`src/hdl/pao_pkg.sv`:
```
// Package of register map, field positions and reset values of the oscillator.
package pao_pkg;

	// ----------------------------------------------------------------------
	// Register byte addresses on the bus
	// ----------------------------------------------------------------------
	localparam logic [7:0] PAO_OFF_CTRL = 8'h00;
	localparam logic [7:0] PAO_OFF_CLK = 8'h04;
	localparam logic [7:0] PAO_OFF_ACC_L = 8'h08;
	localparam logic [7:0] PAO_OFF_ACC_H = 8'h0C;
	localparam logic [7:0] PAO_OFF_ACC_U = 8'h10;
	localparam logic [7:0] PAO_OFF_STEP_L = 8'h14;
	localparam logic [7:0] PAO_OFF_STEP_H = 8'h18;
	localparam logic [7:0] PAO_OFF_STEP_U = 8'h1C;
	localparam logic [7:0] PAO_OFF_FLAG = 8'h20;

	// ----------------------------------------------------------------------
	// Field positions
	// ----------------------------------------------------------------------
	localparam int PAO_BIT_ON = 7;
	localparam int PAO_BIT_LEVEL = 5;
	localparam int PAO_BIT_INV = 4;
	localparam int PAO_BIT_PFM = 0;
	localparam int PAO_PWS_LSB = 5;
	localparam int PAO_PWS_W = 3;
	localparam int PAO_CKS_W = 4;
	localparam int PAO_ACC_W = 20;
	localparam int PAO_UPPER_W = 4;
	localparam int PAO_CNT_W = 7;
	localparam int PAO_NSRC = 10;

	// ----------------------------------------------------------------------
	// Reset values and constants
	// ----------------------------------------------------------------------
	localparam logic [7:0] PAO_RST_BYTE = 8'h00;
	localparam logic [7:0] PAO_RST_STEP_L = 8'h01;
	localparam logic [PAO_CKS_W-1:0] PAO_CKS_SYS = 4'h0;
	localparam logic [PAO_CKS_W-1:0] PAO_CKS_LAST = 4'hA;
	localparam logic [PAO_CNT_W:0] PAO_ONE = 8'h01;
	localparam logic [23:0] PAO_RD_PAD = 24'h000000;
	localparam logic [1:0] PAO_HRESP_OKAY = 2'h0;

endpackage : pao_pkg

```
`src/hdl/pao_clk_edge.sv`:
```
// Input clock selector and edge detector for the oscillator.
module pao_clk_edge
#(
	parameter int NSRC = 10
)
(
	input wire logic hclk,
	input wire logic hresetn,
	input wire logic [pao_pkg::PAO_CKS_W-1:0] clock_source_sel,
	input wire logic [NSRC-1:0] src_levels,
	output logic rise,
	output logic fall
);
	import pao_pkg::*;

	logic prev_q;
	logic [15:0] lvl_table;
	wire logic sys_sel;
	wire logic reserved_sel;
	wire logic lvl;

	generate
		if (NSRC != PAO_NSRC)
		begin : g_bad
			$error("pao_clk_edge: source count must match clock select codes");
		end
	endgenerate

	// ----------------------------------------------------------------------
	// Source selection
	// ----------------------------------------------------------------------
	assign lvl_table = {{(16 - NSRC - 1){1'b0}}, src_levels, 1'b0};
	assign sys_sel = (clock_source_sel == PAO_CKS_SYS);
	// Reserved codes select no clock, so the accumulator stands still.
	assign reserved_sel = (clock_source_sel > PAO_CKS_LAST);
	assign lvl = lvl_table[clock_source_sel] & ~reserved_sel;

	// The system clock gives one rising and one falling tick every cycle.
	assign rise = sys_sel | (lvl & ~prev_q);
	assign fall = sys_sel | (~lvl & prev_q);

	always_ff @(posedge hclk or negedge hresetn)
	begin
		if (!hresetn)
			prev_q <= 1'b0;
		else
			prev_q <= lvl;
	end

endmodule : pao_clk_edge

```
`src/hdl/pao_osc.sv`:
```
// Phase accumulator oscillator with its AHB-Lite register slave.
// --------------------------------------------------------------------------
// Summary of operation
// - The oscillator runs only while the enable bit is set.
// - A read-only status bit shows the present output level.
// - The polarity bit inverts the final output.
// - Mode bit set selects pulse mode, one active pulse per overflow.
// - Mode bit clear selects toggle mode, overflow rate divided by two.
// - Pulse width field gives two to the field value input periods.
// - Pulse width is used only in pulse mode.
// - Clock source field selects the input clock; high codes are reserved.
// - The accumulator spans three byte registers, only the low nibble of the upper one used.
// - The accumulator updates live; no atomic multi-byte access exists.
// - Step buffer loads on first falling input edge after low write; while stopped, at once after any step write.
// - Unimplemented bits read as zero.
// - All register bits reset to zero except step low bit 0.
// - Each rising input edge adds the step buffer to the accumulator.
// - Toggle mode flips the output on every overflow.
// - Pulse mode output goes active on the next rising input edge.
// - Every overflow sets a sticky flag that software clears.
// --------------------------------------------------------------------------
module pao_osc
#(
	parameter int NSRC = 10
)
(
	input wire logic hclk,
	input wire logic hresetn,
	input wire logic hsel,
	input wire logic [31:0] haddr,
	input wire logic [1:0] htrans,
	input wire logic hwrite,
	input wire logic [2:0] hsize,
	input wire logic [31:0] hwdata,
	input wire logic hready,
	output logic hreadyout,
	output logic [1:0] hresp,
	output logic [31:0] hrdata,
	input wire logic [NSRC-1:0] src_levels,
	output logic osc_out
);
	import pao_pkg::*;

	// ----------------------------------------------------------------------
	// Declarations
	// ----------------------------------------------------------------------
	logic osc_on_q;
	logic output_invert_q;
	logic pulse_mode_select_q;
	logic [PAO_PWS_W-1:0] pulse_width_sel_q;
	logic [PAO_CKS_W-1:0] clock_source_sel_q;
	logic [PAO_ACC_W-1:0] acc_q;
	logic [PAO_ACC_W-1:0] acc_d;
	logic [7:0] step_l_q;
	logic [7:0] step_h_q;
	logic [PAO_UPPER_W-1:0] step_u_q;
	logic [PAO_ACC_W-1:0] step_buffer_q;
	logic step_pend_q;
	logic ovf_pend_q;
	logic raw_q;
	logic raw_d;
	logic [PAO_CNT_W-1:0] pulse_cnt_q;
	logic [PAO_CNT_W-1:0] pulse_cnt_d;
	logic overflow_flag_q;
	logic osc_out_q;
	logic dp_wr_q;
	logic [7:0] dp_addr_q;
	logic [31:0] hrdata_q;
	logic hreadyout_q;
	logic [7:0] rd_byte;
	wire logic rise;
	wire logic fall;
	wire logic [PAO_ACC_W:0] sum;
	wire logic accumulator_carry;
	wire logic tick;
	wire logic take;
	wire logic take_rd;
	wire logic [7:0] wbyte;
	wire logic wr_ctrl;
	wire logic wr_clk;
	wire logic wr_acc_l;
	wire logic wr_acc_h;
	wire logic wr_acc_u;
	wire logic wr_acc;
	wire logic wr_step_l;
	wire logic wr_step_h;
	wire logic wr_step_u;
	wire logic wr_step;
	wire logic wr_flag;
	wire logic [PAO_ACC_W-1:0] step_value;
	wire logic [PAO_CNT_W-1:0] width_m1;
	wire logic pulse_start;
	wire logic pulse_end;
	wire logic load_now;
	wire logic load_edge;
	wire logic flag_clr;

	pao_clk_edge #(
		.NSRC(NSRC)
	) u_edge (
		.hclk(hclk),
		.hresetn(hresetn),
		.clock_source_sel(clock_source_sel_q),
		.src_levels(src_levels),
		.rise(rise),
		.fall(fall)
	);

	// ----------------------------------------------------------------------
	// Bus decode
	// ----------------------------------------------------------------------
	assign take = hsel & htrans[1] & hready;
	assign take_rd = take & ~hwrite;
	assign wbyte = hwdata[7:0];
	assign wr_ctrl = dp_wr_q & (dp_addr_q == PAO_OFF_CTRL);
	assign wr_clk = dp_wr_q & (dp_addr_q == PAO_OFF_CLK);
	assign wr_acc_l = dp_wr_q & (dp_addr_q == PAO_OFF_ACC_L);
	assign wr_acc_h = dp_wr_q & (dp_addr_q == PAO_OFF_ACC_H);
	assign wr_acc_u = dp_wr_q & (dp_addr_q == PAO_OFF_ACC_U);
	assign wr_acc = wr_acc_l | wr_acc_h | wr_acc_u;
	assign wr_step_l = dp_wr_q & (dp_addr_q == PAO_OFF_STEP_L);
	assign wr_step_h = dp_wr_q & (dp_addr_q == PAO_OFF_STEP_H);
	assign wr_step_u = dp_wr_q & (dp_addr_q == PAO_OFF_STEP_U);
	assign wr_step = wr_step_l | wr_step_h | wr_step_u;
	assign wr_flag = dp_wr_q & (dp_addr_q == PAO_OFF_FLAG);

	// Reads are sampled in the address phase so hrdata comes from a flop.
	// A read right after a write to the same register returns the old value.
	always_comb
	begin
		unique case (haddr[7:0])
			PAO_OFF_CTRL: rd_byte = {osc_on_q, 1'b0, osc_out_q,
				output_invert_q, 3'h0, pulse_mode_select_q};
			PAO_OFF_CLK: rd_byte = {pulse_width_sel_q, 1'b0,
				clock_source_sel_q};
			PAO_OFF_ACC_L: rd_byte = acc_q[7:0];
			PAO_OFF_ACC_H: rd_byte = acc_q[15:8];
			PAO_OFF_ACC_U: rd_byte = {4'h0, acc_q[19:16]};
			PAO_OFF_STEP_L: rd_byte = step_l_q;
			PAO_OFF_STEP_H: rd_byte = step_h_q;
			PAO_OFF_STEP_U: rd_byte = {4'h0, step_u_q};
			PAO_OFF_FLAG: rd_byte = {7'h00, overflow_flag_q};
			default: rd_byte = PAO_RST_BYTE;
		endcase
	end

	always_ff @(posedge hclk or negedge hresetn)
	begin
		if (!hresetn)
		begin
			dp_wr_q <= 1'b0;
			dp_addr_q <= PAO_RST_BYTE;
			hrdata_q <= 32'h00000000;
			hreadyout_q <= 1'b0;
		end
		else
		begin
			dp_wr_q <= take & hwrite;
			dp_addr_q <= haddr[7:0];
			hrdata_q <= take_rd ? {PAO_RD_PAD, rd_byte} : 32'h00000000;
			hreadyout_q <= 1'b1;
		end
	end

	// ----------------------------------------------------------------------
	// Control and step registers
	// ----------------------------------------------------------------------
	always_ff @(posedge hclk or negedge hresetn)
	begin
		if (!hresetn)
		begin
			osc_on_q <= 1'b0;
			output_invert_q <= 1'b0;
			pulse_mode_select_q <= 1'b0;
			pulse_width_sel_q <= 3'h0;
			clock_source_sel_q <= PAO_CKS_SYS;
			step_l_q <= PAO_RST_STEP_L;
			step_h_q <= PAO_RST_BYTE;
			step_u_q <= 4'h0;
		end
		else
		begin
			if (wr_ctrl)
			begin
				osc_on_q <= wbyte[PAO_BIT_ON];
				output_invert_q <= wbyte[PAO_BIT_INV];
				pulse_mode_select_q <= wbyte[PAO_BIT_PFM];
			end
			if (wr_clk)
			begin
				pulse_width_sel_q <= wbyte[PAO_PWS_LSB +: PAO_PWS_W];
				clock_source_sel_q <= wbyte[PAO_CKS_W-1:0];
			end
			if (wr_step_l)
				step_l_q <= wbyte;
			if (wr_step_h)
				step_h_q <= wbyte;
			if (wr_step_u)
				step_u_q <= wbyte[PAO_UPPER_W-1:0];
		end
	end

	// ----------------------------------------------------------------------
	// Step buffer
	// ----------------------------------------------------------------------
	assign step_value = {step_u_q, step_h_q, step_l_q};
	// Low-byte write arms the transfer so a half-written value is never used.
	assign load_now = ~osc_on_q & step_pend_q;
	assign load_edge = osc_on_q & step_pend_q & fall;

	always_ff @(posedge hclk or negedge hresetn)
	begin
		if (!hresetn)
		begin
			step_buffer_q <= {{(PAO_ACC_W-1){1'b0}}, 1'b1};
			step_pend_q <= 1'b0;
		end
		else
		begin
			if (load_now | load_edge)
				step_buffer_q <= step_value;
			if (wr_step_l | (~osc_on_q & wr_step))
				step_pend_q <= 1'b1;
			else if (load_edge | load_now)
				step_pend_q <= 1'b0;
		end
	end

	// ----------------------------------------------------------------------
	// Accumulator and output stage
	// ----------------------------------------------------------------------
	assign tick = osc_on_q & rise;
	assign sum = {1'b0, acc_q} + {1'b0, step_buffer_q};
	assign accumulator_carry = sum[PAO_ACC_W];
	assign width_m1 = PAO_CNT_W'((PAO_ONE << pulse_width_sel_q) - PAO_ONE);
	assign pulse_start = tick & ovf_pend_q;
	assign pulse_end = tick & raw_q & (pulse_cnt_q == 7'h00);
	assign flag_clr = wr_flag & wbyte[0];

	always_comb
	begin
		acc_d = acc_q;
		if (wr_acc_l)
			acc_d[7:0] = wbyte;
		else if (wr_acc_h)
			acc_d[15:8] = wbyte;
		else if (wr_acc_u)
			acc_d[19:16] = wbyte[PAO_UPPER_W-1:0];
		else if (tick)
			acc_d = sum[PAO_ACC_W-1:0];
	end

	always_comb
	begin
		raw_d = raw_q;
		pulse_cnt_d = pulse_cnt_q;
		if (!osc_on_q)
			raw_d = 1'b0;
		else if (!pulse_mode_select_q)
		begin
			if (tick & accumulator_carry)
				raw_d = ~raw_q;
		end
		else if (pulse_start)
		begin
			raw_d = 1'b1;
			pulse_cnt_d = width_m1;
		end
		else if (pulse_end)
			raw_d = 1'b0;
		else if (tick & raw_q)
			pulse_cnt_d = pulse_cnt_q - 7'h01;
	end

	always_ff @(posedge hclk or negedge hresetn)
	begin
		if (!hresetn)
		begin
			acc_q <= {PAO_ACC_W{1'b0}};
			raw_q <= 1'b0;
			pulse_cnt_q <= 7'h00;
			ovf_pend_q <= 1'b0;
			overflow_flag_q <= 1'b0;
			osc_out_q <= 1'b0;
		end
		else
		begin
			acc_q <= acc_d;
			raw_q <= raw_d;
			pulse_cnt_q <= pulse_cnt_d;
			if (tick)
				ovf_pend_q <= accumulator_carry & pulse_mode_select_q;
			else if (!osc_on_q)
				ovf_pend_q <= 1'b0;
			// A new overflow wins over a clear in the same cycle.
			if (tick & accumulator_carry)
				overflow_flag_q <= 1'b1;
			else if (flag_clr)
				overflow_flag_q <= 1'b0;
			osc_out_q <= raw_q ^ output_invert_q;
		end
	end

	assign hreadyout = hreadyout_q;
	assign hresp = PAO_HRESP_OKAY;
	assign hrdata = hrdata_q;
	assign osc_out = osc_out_q;
endmodule : pao_osc

```
`config.mk`:
```
export PLATFORM = sky130hd
export DESIGN_NAME = pao_osc
export DESIGN_NICKNAME = d
export VERILOG_FILES = /design/src/hdl/pao_pkg.sv /design/src/hdl/pao_clk_edge.sv /design/src/hdl/pao_osc.sv
export SDC_FILE = /design/constraint.sdc
export NUM_CORES = 1
export LEC_CHECK = 0
export BUFFER_PORTS_ARGS = -buffer_cell sky130_fd_sc_hd__clkbuf_2
export CORE_AREA = 2 2 106 108
export DETAILED_ROUTE_END_ITERATION = 8
export DIE_AREA = 0 0 108 110
export HOLD_SLACK_MARGIN = 0.08
export PLACE_DENSITY_LB_ADDON = 0.3
export SETUP_SLACK_MARGIN = 0.2
export SYNTH_ARGS = -nofsm -noshare
export SYNTH_HDL_FRONTEND = slang
export SYNTH_SLANG_ARGS = --single-unit
```
`constraint.sdc`:
```
create_clock -name hclk -period 3.6 [get_ports hclk]
set_clock_uncertainty 0.1 [all_clocks]
set_input_delay 0.36 -clock hclk [delete_from_list [all_inputs] [get_ports hclk]]
set_output_delay 0.36 -clock hclk [all_outputs]
set_load 0.05 [all_outputs]
```
==> run summary <==
Status: completed
Clk pin slew, worst setup/hold paths: 0.10 ns
PortBufs: 41
Initial Utilization: 55.2%
Pin count of the biggest net entering global routing: 56
RSZ-0062 raised after global routing: false
Residual DRC: 0
CTS tree: done
Setup Crit Path Kind: flip-flop to flip-flop
DP Wirelength: 10.6 mm
Setup_tns: 0 ns
Count leader, synth: dfrtp_1
Worst Setup EP: pulse_cnt_q[6]$_DFFE_PN0P_
Initial drt markers: 416
Routed len/inst: 19.0 um
Final setup violation count: 0
IR drop worst, VDD: 169 uV
Max Cap Violations: 0
WP data arrival: 3.33 ns
Crit start category: flip-flop
Top post-synthesis cells by area: dfrtp_1 42%, mux2_2 9.3%, ha_1 4.5%, mux2i_1 4.2%, buf_4 3.6%
Die Width: 108 um
Gate Count Post-Synth: 587
Core area: 10700 um2
Rows: 38
Max-slew violations: 0
Global-route wire length before repair: 23.3 mm
Largest delay share family, worst path: compound AO/OA/AOI/OAI gates
Area Growth Syn to Fin: 8.97%
Mapped Area: 5900 um2
Routed Antenna Nets: 0
Synth Area per Inst: 10.1 um2
Hold path startpoint: hwrite
CP max-delay cell: mux4_2
Async S/R FF share, synth: 100%
Vias/cell: 6.17
Crit-path max FO: 9
Post-synthesis register bit count: 101
Clock root cell: clkbuf_8
Top FF cell, synth: dfrtp_1
GRT Overall Usage: 25.9%
Initial antenna violation count: 0
Top Ports: 120
Req. time, crit path: 3.80 ns
Leakage Power: 2.88 nW
Synth top area share: 42.0%
Vias in the first global route: 4504
Drt total wl: 14.7 mm
Register area share after synthesis: 42.9%
Post-synth top cells: 99 x dfrtp_1, 49 x mux2_2, 40 x a21oi_1
Worst path depth: 10
Crit share post-route: 86.9%
Slew headroom: 38.1%
Post-synthesis cell type count: 66
CTS Sinks: 101
Later-pin clock latency in the skew report: 0.38 ns
Worst hold path type: input port to flip-flop
Post-synth top area cell: dfrtp_1
Worst-Margin Slew: 0.923 ns
Fin cells: 772
EDFF count, synth: 0
Worst r2r path cells: 10
CTS max path bufs: 2
DRT Pass-1 Iters: 5
Routed vias: 4767
Nets: 733
Die height: 110 um
Fmax achieved: 0.320 GHz
Fillers: 911
Share of cells above drive strength 1: 19.8%
Fin crit period: 3.13 ns
Die area: 11900 um2
Buf/Inv on CP: 0
Worst r2r src: clock_source_sel_q[0]$_DFFE_PN0P_
Worst setup path start: clock_source_sel_q[0]$_DFFE_PN0P_
Power per Cell Area: 353 nW/um2
Dpl cells: 748
Worst r2r dst: pulse_cnt_q[6]$_DFFE_PN0P_
GRT Residual Overflow: 0
Final RePlAce weighted congestion: 0.943
Number of buffers created by CTS: 9
Worst stage delay on the critical path: 0.57 ns
H-tree levels: 3
Syn. warnings: 0
Crit-path cells: mux2i_1 -> mux4_2 -> nor3_4 -> o21ai_2 -> a21oi_1 -> ha_2 -> nand2_1 -> o41ai_1 -> o2111ai_1 -> a32oi_1
Final hold vios: 0
Setup slack, reg-to-reg: 0.47 ns
Diode count: 0
Nature of the critical path endpoint: flip-flop
sequential cells by signal (all words and copies together) (netlist names):
register / count
u_edge.prev_q: 1
clock_source_sel_q: 4
ovf_pend_q: 1
overflow_flag_q: 1
acc_q: 20
step_u_q: 4
raw_q: 1
pulse_mode_select_q: 1
dp_addr_q: 8
step_pend_q: 1
osc_on_q: 1
step_l_q: 8
pulse_cnt_q: 7
step_h_q: 8
step_buffer_q: 20
hrdata: 8
hreadyout: 1
osc_out: 1
output_invert_q: 1
dp_wr_q: 1
pulse_width_sel_q: 3
metrics by stage:
stage	setup WS [ns]	hold WS [ns]	power (mW)	utilization [%]	instance area [um2]
after CTS	0.316	0.0985	2.28	60.0	6420
after detailed placement	0.194	0.309	1.57	57.4	6140
after floorplan	0.592	-0.0356	1.48	-	6000
final	0.472	0.109	2.27	60.1	6430
after global routing	0.218	0.115	2.37	60.1	6430
after global placement	0.369	0.303	1.55	57.4	6140
cells by family after synthesis:
family / synth area share [%]
AOI/OAI and AO/OA: 16.6
and+or+nand+nor: 12.7
DFF: 42.9
muxes: 14.2
buffers and inverters: 6.30
adders and majority gates: 4.79
xor gates and xnor gates: 2.37
other: 0.127
final cells by class:
type                    instances  area (um2)  share of cell area [%]
flip-flops and latches        101        2530                    39.4
inverters                      18        67.6                    1.05
repair buffers                 56         353                    5.49
clock buffers                  12         165                    2.57
well taps                     140         175                    2.72
clock inverters                 4        28.8                   0.447
multi-input cells             441        3110                    48.4
worst min path at each step:
stage | end | cells after the start
2_1_floorplan | acc_q[0]$_DFFE_PN0P_ | 0
3_3_place_gp | step_buffer_q[12]$_DFFE_PN0P_ | 1
3_5_place_dp | step_buffer_q[12]$_DFFE_PN0P_ | 1
4_1_cts | dp_wr_q$_DFF_PN0_ | 2
5_1_grt | dp_wr_q$_DFF_PN0_ | 2
6_report | dp_wr_q$_DFF_PN0_ | 2
what timing repair did:
action                                  4_1_cts  5_1_grt
resized for setup                             1        3
hold buffers                                  8        0
setup buffers                                 0        0
hold endpoints to repair                     51        0
endpoints found under the setup margin        1        2
report_power, final:
part           switching (mW)  total [mW]  internal (mW)
clock network           0.403       0.713          0.310
logic                   0.222       0.343          0.121
registers              0.0399        1.22           1.18
layer usage:
layer / track usage (%) / wire length, um / vias up
met5: 0 / 0 / -
met4: 10.2 / 296 / 0
met3: 4.59 / 939 / 23
met2: 42.5 / 7130 / 208
met1: 34.5 / 6290 / 2342
li1: - / - / 2194
cell usage in the layout, fill, tap and decap left out, drive strengths merged, types with 8 or more instances in the layout:
cell,count
ha,21
and3,9
dlygate4sd3,8
xnor2,11
inv,19
a21oi,40
buf,8
mux2i,25
nor3,15
mux2,50
conb,27
clkbuf,52
nand3,15
dfrtp,99
a22oi,10
o21ai,40
nor2,38
nand2,28
nor4,9
Note: power is estimated with default switching activity, not from simulation.
